===== src/clock_prescaler_consts.svh =====
// Register offsets, field positions, reset values and codes of the clock prescaler block
`ifndef CLOCK_PRESCALER_CONSTS_SVH
`define CLOCK_PRESCALER_CONSTS_SVH

`define OFS_SYSDIV 8'h00
`define OFS_SLOWDIV 8'h04
`define OFS_AUXDIV 8'h08
`define OFS_CLKCTRL 8'h0c
`define OFS_PWRCTRL 8'h10
`define OFS_STATUS 8'h14

`define RST_SYSDIV 8'h4f
`define RST_SLOWDIV 8'hb6
`define RST_AUXDIV 8'hff
`define RST_CLKCTRL 6'h06
`define RST_PWRCTRL 5'h00

`define SYSDIV_DIV_LSB 0
`define SYSDIV_DIV_MSB 3
`define SYSDIV_MODE_LSB 4
`define SYSDIV_MODE_MSB 6
`define AUX_ONE_LSB 0
`define AUX_ONE_MSB 3
`define AUX_TWO_LSB 4
`define AUX_TWO_MSB 7

`define PLL_MODE_X3 3'h3
`define PLL_MODE_X4 3'h4
`define PLL_MODE_X5 3'h5

`define CC_SLOW_LFO 0
`define CC_FAST_SEL 1
`define CC_PLL_PWD 2
`define CC_AUX1_EN 3
`define CC_AUX2_EN 4
`define CC_RNG_EN 5
`define CC_WIDTH 6

`define PC_PSM 0
`define PC_IDLE 1
`define PC_HALT 2
`define PC_WBPSM 3
`define PC_DMC 4
`define PC_WIDTH 5

`define ST_MODE_LSB 0
`define ST_MODE_MSB 1
`define ST_STALL 2
`define ST_MODE_OK 3
`define ST_SLOW_LFO 4
`define ST_HFO_ON 5

`endif


===== src/clock_prescaler_pkg.sv =====
// Types shared by the clock prescaler and power mode block
package clock_prescaler_pkg;
   typedef enum logic [1:0] {
      mode_active = 2'b00,
      mode_power_save = 2'b01,
      mode_idle = 2'b10,
      mode_halt = 2'b11
   } power_mode_t;
endpackage


===== src/clock_prescaler_power_modes.sv =====
// Clock dividers and power mode manager with an APB register slave
//
// Design decisions made here: the register offsets and the APB register port.
`timescale 1ns/1ns
`include "clock_prescaler_consts.svh"

// Function
// - System clock equals source divided by divisor plus one
// - System divider register resets 4Fh unless programming mode
// - PLL mode codes 3,4,5 give x3,x4,x5
// - PLL mode field resets to 100b
// - Slow clock is main divided by 2(n+1)
// - Slow divider register resets to B6h
// - Aux clock one is main over divisor plus one
// - Aux clock two is main over divisor plus one
// - Aux divider register resets to FFh
// - Four power modes, Active after reset
// - System and timer clock source per mode
// - Halt stops oscillator and slow clock, LFO runs
// - Outside Halt, oscillator off only when slow clock uses LFO
// - CPU runs per mode; wakeup logic keeps working
// - Fast peripherals stop in Halt, others in Idle
// - ADC clock stopped in Halt, not disabled
// - RNG oscillators independent of system clocks
// - Active system clock is divided PLL or main
// - Wait stalls CPU until an interrupt arrives
// - Slow clock from LFO or divided main clock
// - Fast select 0 picks PLL, 1 main, default
module clock_prescaler_power_modes #(
   parameter logic [7:0] programming_mode_sysdiv_reset = 8'h40
) (
   input wire logic pclk,
   input wire logic presetn,
   input wire logic psel,
   input wire logic penable,
   input wire logic pwrite,
   input wire logic [7:0] paddr,
   input wire logic [31:0] pwdata,
   input wire logic [3:0] pstrb,
   output logic [31:0] prdata,
   output logic pready,
   output logic pslverr,
   input wire logic programming_mode,
   input wire logic main_tick,
   input wire logic pll_tick,
   input wire logic pll_locked,
   input wire logic lfo_tick,
   input wire logic lfo_running,
   input wire logic hfo_stable,
   input wire logic wait_exec,
   input wire logic interrupt_req,
   input wire logic wakeup_event,
   output logic sys_clk_en,
   output logic slow_clk_en,
   output logic timer_clk_en,
   output logic aux1_clk_en,
   output logic aux2_clk_en,
   output logic hfo_enable,
   output logic pll_enable,
   output logic [2:0] pll_mode,
   output logic cpu_run,
   output logic fast_periph_clk_on,
   output logic other_periph_clk_on,
   output logic rng_osc_enable,
   output logic [1:0] power_mode
);

   logic [7:0] sysdiv_reg;
   logic [7:0] slowdiv_reg;
   logic [7:0] auxdiv_reg;
   logic [`CC_WIDTH-1:0] clkctrl_reg;
   logic [`PC_WIDTH-1:0] pwrctrl_reg;
   logic strap_done_reg;
   clock_prescaler_pkg::power_mode_t mode_reg;
   clock_prescaler_pkg::power_mode_t mode_next;
   logic waking_reg;
   logic stall_reg;
   logic hfo_on_reg;
   logic wr_en;
   logic rd_en;
   logic addr_ok;
   logic slow_from_lfo;
   logic main_live;
   logic mode_ok;
   logic [7:0] wbyte;
   logic [3:0] src_en;
   logic [3:0] run;
   logic [3:0] tick;
   logic [8:0] div_val [0:3];
   logic [8:0] cnt_reg [0:3];
   logic [31:0] rd_mux;

   // One wait state keeps pready and prdata straight from flip-flops
   assign wr_en = psel && penable && pready && pwrite;
   assign rd_en = psel && penable && !pready && !pwrite;
   assign wbyte = pstrb[0] ? pwdata[7:0] : 8'h00;

   always_comb begin
      addr_ok = 1'b1;
      if (paddr == `OFS_SYSDIV) begin
         rd_mux = {24'h000000, sysdiv_reg};
      end else if (paddr == `OFS_SLOWDIV) begin
         rd_mux = {24'h000000, slowdiv_reg};
      end else if (paddr == `OFS_AUXDIV) begin
         rd_mux = {24'h000000, auxdiv_reg};
      end else if (paddr == `OFS_CLKCTRL) begin
         rd_mux = {26'h0000000, clkctrl_reg};
      end else if (paddr == `OFS_PWRCTRL) begin
         rd_mux = {27'h0000000, pwrctrl_reg};
      end else if (paddr == `OFS_STATUS) begin
         rd_mux = {26'h0000000, hfo_on_reg, slow_from_lfo, mode_ok, stall_reg,
                   mode_reg};
      end else begin
         rd_mux = 32'h00000000;
         addr_ok = 1'b0;
      end
   end

   always_ff @(posedge pclk or negedge presetn) begin
      if (!presetn) begin
         pready <= 1'b0;
         pslverr <= 1'b0;
         prdata <= 32'h00000000;
      end else begin
         pready <= psel && penable && !pready;
         pslverr <= psel && penable && !pready && !addr_ok;
         if (rd_en) begin
            prdata <= rd_mux;
         end
      end
   end

   // Strap is caught on the first edge after reset release
   always_ff @(posedge pclk or negedge presetn) begin
      if (!presetn) begin
         strap_done_reg <= 1'b0;
         sysdiv_reg <= `RST_SYSDIV;
      end else begin
         strap_done_reg <= 1'b1;
         if (!strap_done_reg && programming_mode) begin
            sysdiv_reg <= programming_mode_sysdiv_reset;
         end else if (wr_en && paddr == `OFS_SYSDIV && pstrb[0]) begin
            sysdiv_reg <= {1'b0, wbyte[6:0]};
         end
      end
   end

   always_ff @(posedge pclk or negedge presetn) begin
      if (!presetn) begin
         slowdiv_reg <= `RST_SLOWDIV;
         auxdiv_reg <= `RST_AUXDIV;
      end else if (wr_en && pstrb[0]) begin
         if (paddr == `OFS_SLOWDIV) begin
            slowdiv_reg <= wbyte;
         end else if (paddr == `OFS_AUXDIV) begin
            auxdiv_reg <= wbyte;
         end
      end
   end

   // Clock control: PLL may only be selected when powered and locked,
   // and it may only be powered down while the main clock is selected
   always_ff @(posedge pclk or negedge presetn) begin
      if (!presetn) begin
         clkctrl_reg <= `RST_CLKCTRL;
      end else if (wr_en && paddr == `OFS_CLKCTRL && pstrb[0]) begin
         clkctrl_reg[`CC_SLOW_LFO] <= wbyte[`CC_SLOW_LFO];
         clkctrl_reg[`CC_AUX1_EN] <= wbyte[`CC_AUX1_EN];
         clkctrl_reg[`CC_AUX2_EN] <= wbyte[`CC_AUX2_EN];
         clkctrl_reg[`CC_RNG_EN] <= wbyte[`CC_RNG_EN];
         if (wbyte[`CC_FAST_SEL] ||
             (!clkctrl_reg[`CC_PLL_PWD] && pll_locked)) begin
            clkctrl_reg[`CC_FAST_SEL] <= wbyte[`CC_FAST_SEL];
         end
         if (!wbyte[`CC_PLL_PWD] || clkctrl_reg[`CC_FAST_SEL]) begin
            clkctrl_reg[`CC_PLL_PWD] <= wbyte[`CC_PLL_PWD];
         end
      end
   end

   // Request bits: software write wins over a same-cycle hardware clear
   always_ff @(posedge pclk or negedge presetn) begin
      if (!presetn) begin
         pwrctrl_reg <= `RST_PWRCTRL;
      end else if (wr_en && paddr == `OFS_PWRCTRL && pstrb[0]) begin
         pwrctrl_reg <= wbyte[`PC_WIDTH-1:0];
      end else if (wakeup_event && mode_reg != clock_prescaler_pkg::mode_halt) begin
         pwrctrl_reg[`PC_PSM] <= 1'b0;
         pwrctrl_reg[`PC_IDLE] <= 1'b0;
         pwrctrl_reg[`PC_DMC] <= 1'b0;
      end else if (mode_reg == clock_prescaler_pkg::mode_halt &&
                   mode_next == clock_prescaler_pkg::mode_active) begin
         pwrctrl_reg[`PC_HALT] <= 1'b0;
         pwrctrl_reg[`PC_DMC] <= 1'b0;
      end
   end

   // Power mode sequencing
   always_comb begin
      mode_next = mode_reg;
      case (mode_reg)
         clock_prescaler_pkg::mode_active: begin
            if (pwrctrl_reg[`PC_WBPSM]) begin
               if (wait_exec && pwrctrl_reg[`PC_HALT]) begin
                  mode_next = clock_prescaler_pkg::mode_halt;
               end else if (wait_exec && pwrctrl_reg[`PC_IDLE]) begin
                  mode_next = clock_prescaler_pkg::mode_idle;
               end else if (wait_exec && pwrctrl_reg[`PC_PSM]) begin
                  mode_next = clock_prescaler_pkg::mode_power_save;
               end
            end else if (pwrctrl_reg[`PC_PSM]) begin
               mode_next = clock_prescaler_pkg::mode_power_save;
            end
         end
         clock_prescaler_pkg::mode_power_save: begin
            if (wakeup_event || !pwrctrl_reg[`PC_PSM]) begin
               mode_next = clock_prescaler_pkg::mode_active;
            end
         end
         clock_prescaler_pkg::mode_idle: begin
            if (wakeup_event || !pwrctrl_reg[`PC_IDLE]) begin
               mode_next = clock_prescaler_pkg::mode_active;
            end
         end
         clock_prescaler_pkg::mode_halt: begin
            // Leave only once the restarted oscillator is stable
            if (waking_reg && hfo_stable) begin
               mode_next = clock_prescaler_pkg::mode_active;
            end
         end
         default: begin
            mode_next = clock_prescaler_pkg::mode_active;
         end
      endcase
   end

   always_ff @(posedge pclk or negedge presetn) begin
      if (!presetn) begin
         mode_reg <= clock_prescaler_pkg::mode_active;
      end else begin
         mode_reg <= mode_next;
      end
   end

   // Wakeup is seen on pclk, which never stops here
   always_ff @(posedge pclk or negedge presetn) begin
      if (!presetn) begin
         waking_reg <= 1'b0;
      end else if (mode_reg != clock_prescaler_pkg::mode_halt) begin
         waking_reg <= 1'b0;
      end else if (wakeup_event) begin
         waking_reg <= 1'b1;
      end
   end

   // Interrupt wins over a wait in the same cycle, so none is lost
   always_ff @(posedge pclk or negedge presetn) begin
      if (!presetn) begin
         stall_reg <= 1'b0;
      end else if (interrupt_req) begin
         stall_reg <= 1'b0;
      end else if (wait_exec) begin
         stall_reg <= 1'b1;
      end
   end

   // Oscillator may drop in Power Save or Idle only with the slow clock on the LFO
   assign slow_from_lfo = clkctrl_reg[`CC_SLOW_LFO] && lfo_running;

   always_ff @(posedge pclk or negedge presetn) begin
      if (!presetn) begin
         hfo_on_reg <= 1'b1;
      end else if (mode_next == clock_prescaler_pkg::mode_active) begin
         hfo_on_reg <= 1'b1;
      end else if (mode_next == clock_prescaler_pkg::mode_halt) begin
         hfo_on_reg <= waking_reg || wakeup_event;
      end else begin
         hfo_on_reg <= !(pwrctrl_reg[`PC_DMC] && slow_from_lfo);
      end
   end

   assign main_live = main_tick && hfo_on_reg;
   assign mode_ok = sysdiv_reg[`SYSDIV_MODE_MSB:`SYSDIV_MODE_LSB] == `PLL_MODE_X3 ||
                    sysdiv_reg[`SYSDIV_MODE_MSB:`SYSDIV_MODE_LSB] == `PLL_MODE_X4 ||
                    sysdiv_reg[`SYSDIV_MODE_MSB:`SYSDIV_MODE_LSB] == `PLL_MODE_X5;

   // Divider sources: 0 system, 1 slow, 2 aux one, 3 aux two
   always_comb begin
      src_en[0] = clkctrl_reg[`CC_FAST_SEL] ? main_live : pll_tick;
      src_en[1] = main_live;
      src_en[2] = main_live;
      src_en[3] = main_live;
      run[0] = 1'b1;
      run[1] = mode_reg != clock_prescaler_pkg::mode_halt;
      run[2] = clkctrl_reg[`CC_AUX1_EN] && mode_reg != clock_prescaler_pkg::mode_halt;
      run[3] = clkctrl_reg[`CC_AUX2_EN] && mode_reg != clock_prescaler_pkg::mode_halt;
      div_val[0] = {5'h00, sysdiv_reg[`SYSDIV_DIV_MSB:`SYSDIV_DIV_LSB]};
      div_val[1] = {slowdiv_reg, 1'b1};
      div_val[2] = {5'h00, auxdiv_reg[`AUX_ONE_MSB:`AUX_ONE_LSB]};
      div_val[3] = {5'h00, auxdiv_reg[`AUX_TWO_MSB:`AUX_TWO_LSB]};
   end

   // Reload only at terminal count, so a write never clips a period
   genvar gi;
   generate
      for (gi = 0; gi < 4; gi = gi + 1) begin : g_div
         assign tick[gi] = src_en[gi] && run[gi] && cnt_reg[gi] == 9'h000;
         always_ff @(posedge pclk or negedge presetn) begin
            if (!presetn) begin
               cnt_reg[gi] <= 9'h000;
            end else if (src_en[gi] && run[gi]) begin
               if (cnt_reg[gi] == 9'h000) begin
                  cnt_reg[gi] <= div_val[gi];
               end else begin
                  cnt_reg[gi] <= cnt_reg[gi] - 9'h001;
               end
            end
         end
      end
   endgenerate

   // Clock enables and gates, all registered
   always_ff @(posedge pclk or negedge presetn) begin
      if (!presetn) begin
         sys_clk_en <= 1'b0;
         slow_clk_en <= 1'b0;
         timer_clk_en <= 1'b0;
      end else begin
         case (mode_reg)
            clock_prescaler_pkg::mode_active: begin
               sys_clk_en <= tick[0];
            end
            clock_prescaler_pkg::mode_power_save: begin
               sys_clk_en <= slow_from_lfo ? lfo_tick : tick[1];
            end
            default: begin
               sys_clk_en <= 1'b0;
            end
         endcase
         if (mode_reg == clock_prescaler_pkg::mode_halt) begin
            slow_clk_en <= 1'b0;
            timer_clk_en <= 1'b0;
         end else begin
            slow_clk_en <= slow_from_lfo ? lfo_tick : tick[1];
            timer_clk_en <= slow_from_lfo ? lfo_tick : tick[1];
         end
      end
   end

   always_ff @(posedge pclk or negedge presetn) begin
      if (!presetn) begin
         aux1_clk_en <= 1'b0;
         aux2_clk_en <= 1'b0;
      end else begin
         aux1_clk_en <= tick[2];
         aux2_clk_en <= tick[3];
      end
   end

   always_ff @(posedge pclk or negedge presetn) begin
      if (!presetn) begin
         hfo_enable <= 1'b1;
         pll_enable <= 1'b0;
         pll_mode <= `PLL_MODE_X4;
         cpu_run <= 1'b1;
         fast_periph_clk_on <= 1'b1;
         other_periph_clk_on <= 1'b1;
         rng_osc_enable <= 1'b0;
         power_mode <= 2'b00;
      end else begin
         hfo_enable <= hfo_on_reg;
         pll_enable <= !clkctrl_reg[`CC_PLL_PWD] && hfo_on_reg &&
                       mode_reg != clock_prescaler_pkg::mode_halt;
         pll_mode <= sysdiv_reg[`SYSDIV_MODE_MSB:`SYSDIV_MODE_LSB];
         cpu_run <= !stall_reg && (mode_reg == clock_prescaler_pkg::mode_active ||
                    mode_reg == clock_prescaler_pkg::mode_power_save);
         // Stopped, not disabled: the converter resumes where it stood
         fast_periph_clk_on <= mode_reg != clock_prescaler_pkg::mode_halt;
         other_periph_clk_on <= mode_reg == clock_prescaler_pkg::mode_active ||
                                mode_reg == clock_prescaler_pkg::mode_power_save;
         // Independent of the power mode, so software must clear it itself
         rng_osc_enable <= clkctrl_reg[`CC_RNG_EN];
         power_mode <= mode_reg;
      end
   end

endmodule


===== config.mk =====
export PLATFORM = sky130hd
export DESIGN_NAME = clock_prescaler_power_modes
export DESIGN_NICKNAME = d
export VERILOG_FILES = /design/src/clock_prescaler_pkg.sv /design/src/clock_prescaler_power_modes.sv
export VERILOG_INCLUDE_DIRS = /design/src /design/src/src
export SDC_FILE = /design/constraint.sdc
export NUM_CORES = 1
export LEC_CHECK = 0
export CAP_MARGIN = 15
export CELL_PAD_IN_SITES_DETAIL_PLACEMENT = 0
export CELL_PAD_IN_SITES_GLOBAL_PLACEMENT = 1
export CORE_MARGIN = 3
export CORE_UTILIZATION = 40
export CTS_BUF_LIST = sky130_fd_sc_hd__clkbuf_4
export CTS_CLUSTER_DIAMETER = 30
export DETAILED_ROUTE_END_ITERATION = 8
export DONT_BUFFER_PORTS = 1
export GPL_ROUTABILITY_DRIVEN = 0
export PLACE_DENSITY = 0.65
export SKIP_LAST_GASP = 1
export SLEW_MARGIN = 20
export SYNTH_ARGS = -nofsm -noshare
export SYNTH_HDL_FRONTEND = slang
export SYNTH_SLANG_ARGS = --single-unit

===== constraint.sdc =====
create_clock -name pclk -period 2.9 [get_ports pclk]
set_clock_uncertainty 0.05 [all_clocks]
set_input_delay 0.29 -clock pclk [delete_from_list [all_inputs] [get_ports pclk]]
set_output_delay 0.29 -clock pclk [all_outputs]
set_load 0.02 [all_outputs]

==> out/metrics.csv, run 1 <==
metric,value,unit
CTS Root Buffer Type,clkbuf_4,
Slew HR,0.470,
DRT antenna net count,0,
post-cts gate resize count,0,
crit share post-route,0.789,
max reg flops,36,
CP Max Fanout,11,
Net Sw Power,0.904,mW
Detailed Routing Iterations Pass 1,4,
cells along the critical path,nand3_1 > or2_2 > o41ai_1 > o41ai_1 > dlygate4sd3_1,
share of layout cells above drive strength 1,0.154,
GR Overflow Total,0,
# setup viols final,0,
"Slowest-stage cell, CP",dlygate4sd3_1,
clk_lat worst skew,490,ps
vias in the first global route,3915,
largest net degree at the start of global routing,102,
routed wire length,13900,um
Die Y,121,um
most frequent cells in the layout,"75 x dfrtp_1, 35 x nand2_1, 32 x o21ai_0, 29 x nor2_1, 26 x dfstp_2",
Seq. cell area,2560,um2
max-cap violations,0,
Layout area overhead,8.54,%
f_max,0.437,GHz
CTS Hold Bufs,19,
clock share of power,0.281,
Synth async-reset ratio,1.00,
register share of total power,0.551,
post-route non-filler standard cell count,723,
Critical Path Source Type,register,
DIE AREA,14700,um2
status,"complete, no violations",
"commonest non-fill, non-tap cell in the layout",dfrtp_1,
diode count,0,
Sw Share,0.301,
power after layout,3.01,mW
RSZ-0062 raised after global routing,no,
DP HPWL,9890,um
CTS buffer count,9,
Crit path required time,3290,ps
top-area cell type share of the netlist area,0.353,
IO Pins,109,
critical path class,reg2reg,
die width,121,um
clk slew on worst S/H paths,150,ps
initial antenna violation count,0,
Worst Max-Slew Pin Slew,788,ps
worst hold path depth,3,
leading area contributor after synthesis,dfrtp_1,
TritonCTS clock tree,done,
Internal,2.10,mW
I/O Buffers,0,
WP data arrival,2680,ps
number of synthesized flops with an enable pin,0,
post-synthesis sequential element count,101,
crit end category,register,
Netlist cell types,68,
core area,12800,um2
Gate power share,0.169,
initial drt markers,232,
Synth area leaders,"dfrtp_1 35%, dfstp_2 13%, mux2_2 4.7%",
FILL cells,1288,
Final nets,609,
area of the multi-input gates,2480,um2
mapped cell area,5320,um2
Placement Rows,41,
ys flop type,dfrtp_1,
wire length per cell,19.2,um
Vias/cell,5.61,
Clock Tree Buf Depth,2,
initial core utilization,0.415,
Max Slew Vio Count,0,
Worst VDD drop,300,uV
Power Density,521,nW/um2
mean post-synth cell area,10.0,um2
Sink Count,101,
Synthesis Warnings,0,
Hold Fails Final Rpt,0,
Cells after DPL,687,
reg2reg path depth,5,
min cycle time layout,2290,ps
sequential share of the synthesized area,0.482,
H-tree levels,3,
TNS Setup,0,ps
Worst path max stage delay,570,ps
routed via count,4055,
most frequent CP cell,o41ai_1,
synthesized instance count,529,
postcts setup bufs,0,
Tot GR Track Use,0.197,
first-pass GRT wire length,22100,um
Leak,2.44,nW
Post-route DRC,0,
hold crit path type,in2reg,
==> worst max-delay path: cells and delay by family, from the launching register on <==
family	cells	cell delay (ps)
compound gates	2	470
buf+inv	1	570
flops	1	550
simple gates	2	590
==> power groups by stage <==
stage	clock, mW	combinational, mW	sequential [mW]
final	0.843	0.508	1.66
after global routing	0.929	0.581	1.67
after CTS	0.872	0.511	1.65
after detailed placement	0	0.454	1.68
after global placement	0	0.441	1.68
after floorplan	0	0.404	1.65
==> area by class of cell <==
type                    count  share of cell area
clock inverters             5              0.0132
well taps                 172              0.0373
clock buffers              11              0.0143
inverters                  24              0.0156
multi-input cells         383               0.429
repair buffers             27              0.0468
flip-flops and latches    101               0.444
==> layer usage <==
| layer | track usage | vias to the layer above | wire [um] |
|---|---|---|---|
| met2 | 0.306 | 89 | 6450 |
| li1 | - | 1921 | - |
| met4 | 0.0406 | 0 | 142 |
| met1 | 0.266 | 2035 | 6430 |
| met3 | 0.0709 | 10 | 838 |
| met5 | 0 | - | 0 |
==> cell usage after synthesis, types with 8 or more instances <==
library cell,number
nand3_1,21
mux2i_1,18
inv_1,24
nor2_1,29
mux2_2,22
nor4_1,8
nand4_1,12
nand2_1,35
dfstp_2,26
buf_4,26
and2_1,14
nor2b_1,14
nor3_1,9
dfrtp_1,75
and3_1,8
clkbuf_1,11
a21oi_1,24
o21ai_0,32
==> kinds of logic (layout without fill, tap and decap cells) <==
group | count (synthesis) | in the layout | share of synthesized area
compound gates | 118 | 118 | 0.148
simple gates | 193 | 193 | 0.204
flops | 101 | 101 | 0.482
buf+inv | 68 | 67 | 0.0690
other cells | 2 | 25 | 0.00141
fa+ha+maj | 4 | 4 | 0.00941
mux | 41 | 41 | 0.0833
xor+xnor | 2 | 2 | 0.00330
==> worst paths after layout <==
kind,from,slack (ps),end
worst max-delay path,pready$_DFF_PN0_,610,clkctrl_reg[1]$_DFFE_PN1P_
worst min-delay path,paddr[1],40,prdata[4]$_DFFE_PN0P_
worst max register to register,pready$_DFF_PN0_,610,clkctrl_reg[1]$_DFFE_PN1P_
worst min register to register,hfo_on_reg$_DFF_PN1_,360,hfo_enable$_DFF_PN1_
max in group asynchronous,presetn,2000,auxdiv_reg[0]$_DFFE_PN1P_
min in group asynchronous,presetn,370,cnt_reg[29]$_DFFE_PN0N_
==> per-stage QoR <==
step	utilization	setup WS [ps]	hold slack, ps	cell area, um2
finish	0.450	611	39.4	5770
global route	0.450	472	0.593	5770
detailed placement	0.421	544	-52.2	5390
floorplan	-	839	-55.6	5400
global placement	0.421	590	-52.3	5390
CTS	0.449	605	3.06	5760
Power figures use the tool's default switching activity.
==> run 2: changes to the inputs <==
Settings changed: PLACE_DENSITY 0.65 to 0.68.
Clock period 2.9 ns to 2 ns, I/O delays scaled along.
==> run 2 against run 1 <==
Effect of this change: the flow now finishes with violations (hold timing); global-route usage increased by 0.46 points; first-iteration DRC count increased by 55%; sequential cell count unchanged; hold slack got worse by 700 ps; routed wire length increased by 2.6%; clock power increased by 15%; non-clock buffer count increased by 31; maximum frequency increased by 21%; count of clock-buffer cells in the layout unchanged; register-to-register slack got worse by 500 ps; utilization increased by 1.6 points; critical path type unchanged; critical endpoint is now clkctrl_reg[4]$_DFFE_PN0P_; highest routed layer unchanged.
==> out/metrics.csv, run 2 (synthesis gave the netlist of run 1 again) <==
metric,value,unit,change
core area,12800,um2,unchanged
Hold Fails Final Rpt,101,,+101
routed via count,4249,,+4.8%
Max Slew Vio Count,0,,unchanged
CTS Hold Bufs,24,,+5
Critical Path Source Type,register,,
f_max,0.530,GHz,+21%
min cycle time layout,1890,ps,-402 ps
CTS Root Buffer Type,clkbuf_4,,
CP startpoint,pready$_DFF_PN0_,,
share of layout cells above drive strength 1,0.191,,+0.0365
die width,121,um,unchanged
CP Max Fanout,11,,unchanged
Detailed Routing Iterations Pass 1,5,,+1
Placement Rows,41,,unchanged
# setup viols final,0,,unchanged
hold crit path type,in2async,,
R2R Setup Slk,110,ps,-500 ps
failing checks,hold timing,,
Layout area overhead,12.3,%,
reg2reg end,clkctrl_reg[4]$_DFFE_PN0P_,,
initial drt markers,359,,+55%
vias in the first global route,4162,,+6.3%
status,finished with violations,,
crit end category,register,,
initial antenna violation count,1,,+1
I/O Buffers,0,,unchanged
IO Pins,109,,unchanged
WHS,-658,ps,-698 ps
TNS Setup,0,ps,unchanged
Leak,2.57,nW,+5.0%
initial core utilization,0.415,,unchanged
clk_lat worst skew,470,ps,-20 ps
CTS buffer count,9,,unchanged
RSZ-0062 raised after global routing,no,,
DRT antenna net count,0,,unchanged
Tot GR Track Use,0.201,,+0.00456
Final nets,640,,+5.1%
critical path class,reg2reg,,
Sink Count,101,,unchanged
Worst VDD drop,440,uV,+46%
largest net degree at the start of global routing,102,,unchanged
reg2reg path depth,5,,unchanged
"commonest non-fill, non-tap cell in the layout",dfrtp_1,,
H-tree levels,3,,unchanged
Setup WS pre-CTS,6.42,ps,-538 ps
Power Density,689,nW/um2,+32%
wire length per cell,18.8,um,-1.9%
routed wire length,14200,um,+2.6%
Crit path required time,2330,ps,-960 ps
GR Overflow Total,0,,unchanged
DIE AREA,14700,um2,unchanged
clk slew on worst S/H paths,150,ps,about the same
Final WS setup,113,ps,-498 ps
Vias/cell,5.62,,+0.21%
WP data arrival,2220,ps,-460 ps
Post-route DRC,0,,unchanged
max-cap violations,0,,unchanged
crit share post-route,0.944,,+0.154
post-cts gate resize count,0,,unchanged
RR Startpoint,pready$_DFF_PN0_,,
Clock Tree Buf Depth,2,,unchanged
Slew HR,0.654,,+0.184
most frequent cells in the layout,"75 x dfrtp_1, 35 x nand2_1, 33 x buf_4, 32 x o21ai_0, 29 x nor2_1",,
Worst Max-Slew Pin Slew,518,ps,-270 ps
final core utilization,0.466,,+0.0157
DP HPWL,10200,um,+2.9%
TritonCTS clock tree,done,,
first-pass GRT wire length,23000,um,+4.1%
Die Y,121,um,unchanged
max reg flops,36,,unchanged
-- run 2: worst max-delay path, cell delays in order, from the launching register on --
cell and delay (ps):
dfrtp_1 440, nand3_1 150, or2_2 420, nor3_1 210, buf_4 180, mux2_2 340
-- run 2: area by class of cell --
class                      instances  area (um2)
inverter                          24        90.1
antenna                            2        5.00
timing repair buffer              58         508
fill                            1237        6850
tap                              172         215
clock inverter                     5        28.8
clock buffer                      11        82.6
sequential                       101        2560
multi-input combinational        383        2480
-- run 2: where the power goes --
group          internal [mW]  switching [mW]  leakage (nW)
clock                  0.276           0.690        0.0603
sequential              2.22           0.184          1.24
combinational          0.328           0.417          1.26
total                   2.82            1.29          2.57
-- run 2: worst max path at each step --
stage / to / slack [ps]
after floorplan: cnt_reg[3]$_DFFE_PN0P_ / 10
after global placement: auxdiv_reg[5]$_DFFE_PN1P_ / 20
after detailed placement: auxdiv_reg[2]$_DFFE_PN1P_ / 6
after CTS: slowdiv_reg[0]$_DFFE_PN0P_ / 30
after global routing: cnt_reg[22]$_DFFE_PN0P_ / 20
final: clkctrl_reg[4]$_DFFE_PN0P_ / 110
-- run 2: metal layers --
metal  up-vias  part of all wire  track usage  routed length (um)
met2       141              0.46        0.298                6480
met4         0             0.021       0.0819                 294
met5         -                 0            0                   0
met1      2105              0.46        0.284                6510
met3        21             0.066       0.0466                 933
li1       1982                 -            -                   -
-- run 2: timing repair --
item,in CTS,in global routing
hold endpoints to repair,133,101
setup endpoints to repair,0,4
buffers inserted,0,3
-- run 2: through the flow --
step | cell area [um2] | hold slack [ps] | cells | power (mW)
2_1_floorplan | 5410 | -146 | 552 | 2.98
3_3_place_gp | 5590 | -143 | 711 | 3.10
3_5_place_dp | 5590 | -143 | 711 | 3.13
4_1_cts | 5940 | -705 | 751 | 4.17
5_1_grt | 5970 | -716 | 756 | 4.36
6_report | 5970 | -658 | 756 | 4.12
